## config.mk

```make
export PLATFORM = sky130hd
export DESIGN_NAME = tsadc_top
export DESIGN_NICKNAME = d
export VERILOG_FILES = /design/src/rtl/tsadc_pkg.sv /design/src/rtl/tsadc_top.sv
export VERILOG_INCLUDE_DIRS = /design/src /design/src/rtl
export SDC_FILE = /design/constraint.sdc
export NUM_CORES = 1
export LEC_CHECK = 0
export BUFFER_PORTS_ARGS = -buffer_cell sky130_fd_sc_hd__buf_2
export CAP_MARGIN = 30
export CORE_UTILIZATION = 60
export DETAILED_ROUTE_END_ITERATION = 7
export GPL_ROUTABILITY_DRIVEN = 1
export HOLD_SLACK_MARGIN = 0.06
export PLACE_DENSITY = 0.77
export RECOVER_POWER = 100
export SLEW_MARGIN = 15
export SYNTH_ARGS = -nofsm -noshare
export SYNTH_HDL_FRONTEND = slang
export SYNTH_HIERARCHICAL = 1
export SYNTH_SLANG_ARGS = --single-unit
```

## constraint.sdc

```tcl
create_clock -name clk_i -period 6.35 [get_ports clk_i]
set_input_delay 0 -clock clk_i [delete_from_list [all_inputs] [get_ports clk_i]]
set_output_delay 0 -clock clk_i [all_outputs]
set_load 0.01 [all_outputs]
```

## src/rtl/tsadc_consts.svh

```systemverilog
/*
 * constants for the two-step converter timing model: widths, fifo shape,
 * clock rate and pipeline timing.
 * assumes it is included by bare name from rtl/ and never stands alone.
 */
`ifndef TSADC_CONSTS_SVH
`define TSADC_CONSTS_SVH

// ************************************************************
// widths, field positions and fine stage count
// ************************************************************
`define TSADC_WORD_W        8
`define TSADC_PART_W        4
`define TSADC_UPPER_MSB     7
`define TSADC_UPPER_LSB     4
`define TSADC_NUM_FINE      2

// ************************************************************
// reset and saturation values
// ************************************************************
`define TSADC_WORD_RST      8'h00
`define TSADC_PART_RST      4'h0
`define TSADC_PART_MAX      4'hf

// ************************************************************
// fifo shape
// ************************************************************
`define TSADC_FIFO_DEPTH    32
// five words can still be in flight once ready drops: three pipeline
// stages plus the fifo ready flop and its copy at the top port
`define TSADC_FIFO_SLACK    5

// ************************************************************
// timing
// ************************************************************
`define TSADC_CLK_MHZ       50
`define TSADC_CLK_PERIOD_NS 20
`define TSADC_LATENCY_HALF  5
`define TSADC_MIN_RATE_MSPS 0.5

`endif

```

## src/rtl/tsadc_pkg.sv

```systemverilog
/*
 * types shared by the two-step converter timing model.
 * assumes tsadc_consts.svh is reachable on the include path.
 */
`include "tsadc_consts.svh"

package tsadc_pkg;

  // one partial result, upper or lower half of the word
  typedef logic [`TSADC_PART_W-1:0] tsadc_part_t;

  // merged straight-binary output word
  typedef logic [`TSADC_WORD_W-1:0] tsadc_word_t;

  // which fine stage a sample is assigned to
  typedef enum logic {
    TSADC_FINE_A = 1'b0,
    TSADC_FINE_B = 1'b1
  } tsadc_stage_t;

endpackage

```

## src/rtl/tsadc_top.sv

```systemverilog
/*
 * two-step converter timing model: coarse stage, two alternating fine
 * stages, word merge and a 32-word output fifo.
 * assumes analog_level_i carries the input level already quantised to the
 * word width, bottom reference as 0 and top reference as all ones, stable
 * around each falling edge of clk_i; the clock runs free and fast enough.
 */
`timescale 1ns/1ps
`include "tsadc_consts.svh"

// ************************************************************
// output fifo
// ************************************************************
module tsadc_fifo #(
  parameter int WIDTH = `TSADC_WORD_W,
  parameter int DEPTH = `TSADC_FIFO_DEPTH,
  parameter int SLACK = `TSADC_FIFO_SLACK
) (
  input  wire logic             clk_i,
  input  wire logic             rst_b_i,
  input  wire logic [WIDTH-1:0] in_data_i,
  input  wire logic             in_valid_i,
  output logic                  in_ready_o,
  output logic [WIDTH-1:0]      out_data_o,
  output logic                  out_valid_o,
  input  wire logic             out_ready_i
);
  localparam int AW = $clog2(DEPTH);

  logic [WIDTH-1:0] mem_reg [DEPTH];
  logic [AW-1:0]    wr_ptr_reg;
  logic [AW-1:0]    rd_ptr_reg;
  logic [AW:0]      count_reg;
  logic [AW:0]      count_next;
  logic             full;
  logic             push;
  logic             pop;

  // full is honest: the array itself has no room left
  assign full = (count_reg == (AW+1)'(DEPTH));
  assign push = in_valid_i && !full;
  // refill the output register when it is empty or being taken
  assign pop  = (count_reg != '0) && (!out_valid_o || out_ready_i);

  // occupancy of the array, not counting the output register
  always_comb begin
    count_next = count_reg;
    if (push && !pop) begin
      count_next = count_reg + (AW+1)'(1);
    end else if (pop && !push) begin
      count_next = count_reg - (AW+1)'(1);
    end
  end

  // storage; no reset needed on data
  always_ff @(posedge clk_i) begin
    if (push) begin
      mem_reg[wr_ptr_reg] <= in_data_i;
    end
  end

  // pointers and count
  always_ff @(posedge clk_i) begin
    if (!rst_b_i) begin
      wr_ptr_reg <= '0;
      rd_ptr_reg <= '0;
      count_reg  <= '0;
    end else begin
      if (push) begin
        wr_ptr_reg <= (wr_ptr_reg == AW'(DEPTH-1)) ? '0 : wr_ptr_reg + AW'(1);
      end
      if (pop) begin
        rd_ptr_reg <= (rd_ptr_reg == AW'(DEPTH-1)) ? '0 : rd_ptr_reg + AW'(1);
      end
      count_reg <= count_next;
    end
  end

  // ready drops early by SLACK words: a source cannot stall words already
  // inside a fixed-latency pipeline, so that much headroom is kept back
  always_ff @(posedge clk_i) begin
    if (!rst_b_i) begin
      in_ready_o <= 1'b0;
    end else begin
      in_ready_o <= (count_next < (AW+1)'(DEPTH - SLACK));
    end
  end

  // registered output stage, so the port comes straight from a flop
  always_ff @(posedge clk_i) begin
    if (!rst_b_i) begin
      out_valid_o <= 1'b0;
      out_data_o  <= '0;
    end else if (pop) begin
      out_valid_o <= 1'b1;
      out_data_o  <= mem_reg[rd_ptr_reg];
    end else if (out_ready_i) begin
      out_valid_o <= 1'b0;
    end
  end
endmodule

// ************************************************************
// converter pipeline
// ************************************************************
module tsadc_top #(
  parameter int FIFO_DEPTH = `TSADC_FIFO_DEPTH
) (
  input  wire logic                     clk_i,
  input  wire logic                     rst_b_i,
  input  wire tsadc_pkg::tsadc_word_t   analog_level_i,
  input  wire logic                     sample_valid_i,
  output logic                          sample_ready_o,
  output tsadc_pkg::tsadc_word_t        word_o,
  output logic                          word_valid_o,
  output tsadc_pkg::tsadc_word_t        buf_data_o,
  output logic                          buf_valid_o,
  input  wire logic                     buf_ready_i,
  output logic                          overrun_o
);

  // fine comparator: distance of the held level above the applied
  // reference, saturated to the fine range like a thermometer bank
  function automatic tsadc_pkg::tsadc_part_t fine_compare(
    input tsadc_pkg::tsadc_word_t level,
    input tsadc_pkg::tsadc_word_t ref_lvl
  );
    tsadc_pkg::tsadc_word_t diff;
    diff = level - ref_lvl;
    if (level < ref_lvl) begin
      fine_compare = `TSADC_PART_RST;
    end else if (diff > tsadc_pkg::tsadc_word_t'(`TSADC_PART_MAX)) begin
      fine_compare = `TSADC_PART_MAX;
    end else begin
      fine_compare = diff[`TSADC_PART_W-1:0];
    end
  endfunction

  tsadc_pkg::tsadc_word_t  coarse_hold_reg;
  logic                    coarse_vld_reg;
  tsadc_pkg::tsadc_stage_t assign_reg;
  tsadc_pkg::tsadc_word_t  fine_hold_reg [`TSADC_NUM_FINE];
  tsadc_pkg::tsadc_word_t  fine_reference_level_reg [`TSADC_NUM_FINE];
  tsadc_pkg::tsadc_part_t  upper_partial_result_reg;
  tsadc_pkg::tsadc_part_t  upper_delay_reg;
  tsadc_pkg::tsadc_part_t  lower_partial_result_reg;
  tsadc_pkg::tsadc_stage_t resolve_stage_reg;
  logic                    stage1_vld_reg;
  logic                    stage2_vld_reg;
  logic                    fifo_ready;
  logic                    ready_seen_reg;

  // ----------------------------------------------------------
  // falling edge: sampling
  // ----------------------------------------------------------

  // coarse stage takes the sample on the falling edge
  always_ff @(negedge clk_i) begin
    if (!rst_b_i) begin
      coarse_hold_reg <= `TSADC_WORD_RST;
      coarse_vld_reg  <= 1'b0;
    end else begin
      coarse_hold_reg <= analog_level_i;
      coarse_vld_reg  <= sample_valid_i;
    end
  end

  // fine stages take turns; the assignment flips every falling edge so
  // one stage holds for resolution while the other samples
  always_ff @(negedge clk_i) begin
    if (!rst_b_i) begin
      assign_reg <= tsadc_pkg::TSADC_FINE_B;
    end else begin
      assign_reg <= (assign_reg == tsadc_pkg::TSADC_FINE_A) ?
                    tsadc_pkg::TSADC_FINE_B : tsadc_pkg::TSADC_FINE_A;
    end
  end

  // each fine stage captures the same value as the coarse stage, but only
  // on the edge it is assigned to; it then holds across two rising edges
  for (genvar g = 0; g < `TSADC_NUM_FINE; g++) begin : g_fine_hold
    always_ff @(negedge clk_i) begin
      if (!rst_b_i) begin
        fine_hold_reg[g] <= `TSADC_WORD_RST;
      end else if (assign_reg != tsadc_pkg::tsadc_stage_t'(g)) begin
        fine_hold_reg[g] <= analog_level_i;
      end
    end
  end

  // ----------------------------------------------------------
  // first rising edge: coarse result and fine reference
  // ----------------------------------------------------------

  // after the falling edge assign_reg already names the stage that sampled
  always_ff @(posedge clk_i) begin
    if (!rst_b_i) begin
      upper_partial_result_reg <= `TSADC_PART_RST;
      resolve_stage_reg        <= tsadc_pkg::TSADC_FINE_A;
      stage1_vld_reg           <= 1'b0;
    end else begin
      upper_partial_result_reg <=
        coarse_hold_reg[`TSADC_UPPER_MSB:`TSADC_UPPER_LSB];
      resolve_stage_reg        <= assign_reg;
      stage1_vld_reg           <= coarse_vld_reg;
    end
  end

  // reference for the stage that just sampled (named by assign_reg) follows
  // the coarse result on the same edge; the other keeps its reference
  for (genvar g = 0; g < `TSADC_NUM_FINE; g++) begin : g_fine_ref
    always_ff @(posedge clk_i) begin
      if (!rst_b_i) begin
        fine_reference_level_reg[g] <= `TSADC_WORD_RST;
      end else if (assign_reg == tsadc_pkg::tsadc_stage_t'(g)) begin
        fine_reference_level_reg[g] <=
          {coarse_hold_reg[`TSADC_UPPER_MSB:`TSADC_UPPER_LSB],
           `TSADC_PART_RST};
      end
    end
  end

  // ----------------------------------------------------------
  // second rising edge: fine result
  // ----------------------------------------------------------

  // the resolving stage is not resampled before this edge, which is why
  // two stages are needed to keep one sample per clock
  always_ff @(posedge clk_i) begin
    if (!rst_b_i) begin
      lower_partial_result_reg <= `TSADC_PART_RST;
      upper_delay_reg          <= `TSADC_PART_RST;
      stage2_vld_reg           <= 1'b0;
    end else begin
      lower_partial_result_reg <= fine_compare(
        fine_hold_reg[resolve_stage_reg],
        fine_reference_level_reg[resolve_stage_reg]);
      upper_delay_reg          <= upper_partial_result_reg;
      stage2_vld_reg           <= stage1_vld_reg;
    end
  end

  // ----------------------------------------------------------
  // third rising edge: merged word
  // ----------------------------------------------------------

  // coarse bits on top, fine below; straight binary, no offset applied.
  // falling-edge sample plus three rising edges gives five half cycles.
  always_ff @(posedge clk_i) begin
    if (!rst_b_i) begin
      word_o       <= `TSADC_WORD_RST;
      word_valid_o <= 1'b0;
    end else begin
      word_o       <= {upper_delay_reg, lower_partial_result_reg};
      word_valid_o <= stage2_vld_reg;
    end
  end

  // ----------------------------------------------------------
  // buffering
  // ----------------------------------------------------------

  // the pipeline cannot stall; ready to the source covers in-flight words
  tsadc_fifo #(
    .WIDTH (`TSADC_WORD_W),
    .DEPTH (FIFO_DEPTH),
    .SLACK (`TSADC_FIFO_SLACK)
  ) u_fifo (
    .clk_i       (clk_i),
    .rst_b_i     (rst_b_i),
    .in_data_i   (word_o),
    .in_valid_i  (word_valid_o),
    .in_ready_o  (fifo_ready),
    .out_data_o  (buf_data_o),
    .out_valid_o (buf_valid_o),
    .out_ready_i (buf_ready_i)
  );

  // ready is already a flop inside the fifo; copied once more here so the
  // top port stays a flop of this module
  always_ff @(posedge clk_i) begin
    if (!rst_b_i) begin
      sample_ready_o <= 1'b0;
    end else begin
      sample_ready_o <= fifo_ready;
    end
  end

  // ready as the source saw it when launching the sample now held in the
  // coarse stage: the value that stood before the previous rising edge
  always_ff @(posedge clk_i) begin
    if (!rst_b_i) begin
      ready_seen_reg <= 1'b0;
    end else begin
      ready_seen_reg <= sample_ready_o;
    end
  end

  // sticky flag: a sample was taken although ready had been low. the slack
  // covers every word an obedient source still has in flight, so such a
  // sample always comes before any lost word; the reverse need not hold.
  // limitation: only reset clears it, there is no software access
  always_ff @(posedge clk_i) begin
    if (!rst_b_i) begin
      overrun_o <= 1'b0;
    end else if (coarse_vld_reg && !ready_seen_reg) begin
      overrun_o <= 1'b1;
    end
  end

  // held comparator states rely on the clock never stopping for long,
  // so no idle or hold logic exists here

endmodule

```

==> results summary <==
The run finished, with violations left. The checks that failed: max-capacitance violations, max-slew violations. The endpoint kind of the worst setup timing path is a register.

The placed instances occupy a cell area of 13,900 um2. The number of instances in the placed design is 1,080. The layout-stage area growth over the synthesis result is 11.9%. The post-synthesis instance total is 797.

Summing all non-filler instances in the final layout gives an area of 15,000 um2. The leakage power is 4.97 nW. The summed instance area of the synthesized netlist came out at 13,400 um2.

The total of fill cells in the finished design came out at 1,370. Once the clock tree was built, the setup fixing pass inserted 0 buffers. By area the synthesized netlist is led by sky130_fd_sc_hd__edfxtp_1, sky130_fd_sc_hd__mux4_2, sky130_fd_sc_hd__dfxtp_1. The starting density of the core is 61.3%. sky130_fd_sc_hd__edfxtp_1 takes more of the synthesized area than any other cell.

The non-filler instance count after layout is 1,161. The worst path setup slack after routing is 1.10 ns. The most numerous cell in the Yosys netlist is sky130_fd_sc_hd__edfxtp_1.

The maximum level of the CTS H-tree came out at 2. The maximum buffer depth of the clock tree came out at 3. The number of pins with negative max-slew slack in the final report came out at 68. The flip-flop count of the largest register, all copies and words added came out at 256.

The final routed wire length divided by cell count is 23.8 um. The die extent in y came out at 152 um. For the worst flop-to-flop path, the logic depth is 8. The total number of nets in the final design is 886. Across every metal layer, demand over resource in global routing totals 25.3%. In this run the count of I/O pins placed on the die edge is 32.

The floorplan step defined a die boundary enclosing 23,000 um2. The floorplan die width came out at 152 um. The count of state elements after synthesis came out at 340. The number of clock buffers inserted by TritonCTS came out at 34. The synthesized area divided by synthesized cell count is 16.8 um2.

The class of the tightest hold or removal check is input pin to register. The TritonCTS sink count is 340. Buffers placed on the I/O ports in this run total 31. The most used flip-flop cell after synthesis is sky130_fd_sc_hd__edfxtp_1. The estimated wirelength of the detail-placed design came out at 16,800 um. The sum of negative setup slack is 0 ns.

The number of cells traversed by the worst hold path came out at 3. The routability congestion estimate from global placement came out at 0.819. The sequential cell area came out at 9610 um2. The setup skew after layout came out at 0.0801 ns. The area of the core came out at 21,900 um2. The DRC violations left is 0. Setup repair after global routing left no endpoint under its margin. The number of global-route vias before repair came out at 7,565. The power density normalized to cell area came out at 376 nW/um2.

The worst path arrival time came out at 5.61 ns. After detailed routing, the number of vias per cell comes to 6.36. The maximum fanout along the worst path came out at 4. The tree is rooted in a sky130_fd_sc_hd__clkbuf_16. The critical path is of the register to register type. The count of flip-flops with a built-in enable after synthesis is 280.

The count of yosys warnings during synthesis is 6. The max-capacitance violation count came out at 2. The area fraction of the dominant cell type after synthesis came out at 62.6%.

The required time at the worst-slack endpoint came out at 6.72 ns. Clock-pin slew was measured on the worst setup and hold paths at 0.06 ns. The total setup violations reported at the end of the flow is 0. The first detailed-routing pass ran for 5 iterations. For this run the aggregate overflow at the end of global routing stands at 0. In this run the remaining antenna-violating nets after routing total 0.

For this block, the initial DRC count from the detailed router was 573. The total via count in the routed design came out at 7,381. The worst setup path is launched from a register. TritonCTS built the clock tree.

The tightest hold path in the finished design has a slack of 0.106 ns. The largest net degree at the start of global routing came out at 45. The sequential-to-total area share from yosys stat is 71.6%. Summed over all layers, the routed wires come to 27,600 um. Cells with a size suffix above 1 make up 16.2% of the layout.

The number of placement rows came out at 54. The max-slew headroom at the worst pin came out at -77.2%. The number of antenna violations at the first check in global routing was 0. At the placement stage, the worst setup path has a slack of 1.22 ns. The commonest cells after synthesis are sky130_fd_sc_hd__edfxtp_1, sky130_fd_sc_hd__nor2_1, sky130_fd_sc_hd__dfxtp_1, sky130_fd_sc_hd__mux4_2, sky130_fd_sc_hd__nand2_1. The area of combinational cells with multiple inputs came out at 3570 um2. The worst-case IR drop observed on VDD is 0.327 mV. The total inserted antenna cells came out at 0. The first-pass GRT wire length came out at 42,500 um. The measured slew at the worst slew-check pin came out at 2.66 ns. The distinct cell type count of the synthesized netlist is 51.

The later pin in the worst-skew pair is clocked with a latency of 0.59 ns. The async set or reset register ratio after synthesis is 0%. The number of hold-slack violations in the final timing report came out at 0.

The net count after synthesis is 824.
==> cell families after synthesis <==
logic type / share of synthesized area (%)
AND/OR/NAND/NOR: 7.90
adder cells (fa/ha/maj): 1.45
flip-flops: 71.6
XOR/XNOR: 0.261
multiplexers: 12.4
buffers and inverters: 1.76
AO/OA/AOI/OAI: 4.61
==> power breakdown <==
part	leakage, nW	total [mW]	internal, mW	switching [mW]
clock	0.678	2.10	1.26	0.841
combinational	1.18	0.909	0.431	0.477
sequential	3.11	2.64	2.50	0.141
total	4.97	5.65	4.19	1.46
==> cell type report <==
class | instances | area share [%]
flip-flops and latches | 340 | 64.0
multi-input cells | 402 | 23.8
clock buffers | 39 | 6.08
well taps | 280 | 2.33
clock inverters | 41 | 2.12
repair buffers | 48 | 1.41
inverters | 11 | 0.275
==> worst paths after layout <==
check                                          from                     endpoint  slack [ns]
worst max-delay path            fine_hold_reg[0][4]  lower_partial_result_reg[1]        1.10
worst max register to register  fine_hold_reg[0][4]  lower_partial_result_reg[1]        1.10
worst min-delay path                    buf_ready_i           u_fifo/out_valid_o        0.11
worst min register to register   upper_delay_reg[2]                    word_o[6]        0.44
==> placed cells by master, fill, tap and decap left out, drive strengths merged, types with 2 or more instances in the layout <==
cell type / Yosys / final
and2: 37 / 37
mux2i: 27 / 27
a21oi: 16 / 16
xnor2: 3 / 3
o21ai: 9 / 9
nand2b: 2 / 2
nor2b: 20 / 20
mux2: 12 / 12
nor3b: 2 / 2
nor4b: 3 / 3
o2111ai: 2 / 2
nand2: 39 / 39
buf: 21 / 15
nand3: 4 / 4
o22ai: 10 / 10
or3b: 2 / 2
a32oi: 2 / 2
dfxtp: 60 / 60
o311ai: 8 / 8
a31oi: 7 / 7
nor3: 2 / 2
a2111oi: 8 / 8
nand3b: 5 / 5
mux4: 56 / 56
inv: 12 / 34
and3: 16 / 16
o41ai: 8 / 8
clkbuf: 22 / 71
clkinv: 0 / 12
edfxtp: 280 / 280
bufinv: 0 / 5
ha: 14 / 14
a311oi: 9 / 9
nor2: 66 / 66
or4: 3 / 3
==> layer usage <==
layer / up-vias / track usage, % / part of all wire (%)
li1: 3237 / - / -
met1: 3718 / 33.8 / 39
met2: 369 / 42.4 / 51
met3: 57 / 4.25 / 7.9
met4: 0 / 8.61 / 2.6
met5: - / 0 / 0
==> worst max-delay path, stage by stage (launching register included) <==
cell,delay [ns]
sky130_fd_sc_hd__edfxtp_1,0.35
sky130_fd_sc_hd__mux2i_1,0.15
sky130_fd_sc_hd__ha_1,0.20
sky130_fd_sc_hd__inv_1,0.07
sky130_fd_sc_hd__fa_1,0.46
sky130_fd_sc_hd__a21oi_1,0.16
sky130_fd_sc_hd__nor2b_1,0.06
sky130_fd_sc_hd__o21ai_0,0.34
sky130_fd_sc_hd__a31oi_1,0.09
==> metrics by stage <==
step | utilization, % | total power, mW
global route | 68.6 | 5.85
finish | 68.6 | 5.65
CTS | 69.2 | 5.69
floorplan | - | 3.37
detailed placement | 63.6 | 3.62
global placement | 63.0 | 3.57
==> timing repair <==
item | CTS | global route
hold buffers | 1 | 0
hold endpoints to repair | 2 | 0
resized for setup | 0 | 0
Note: power is estimated with default switching activity, not from simulation.
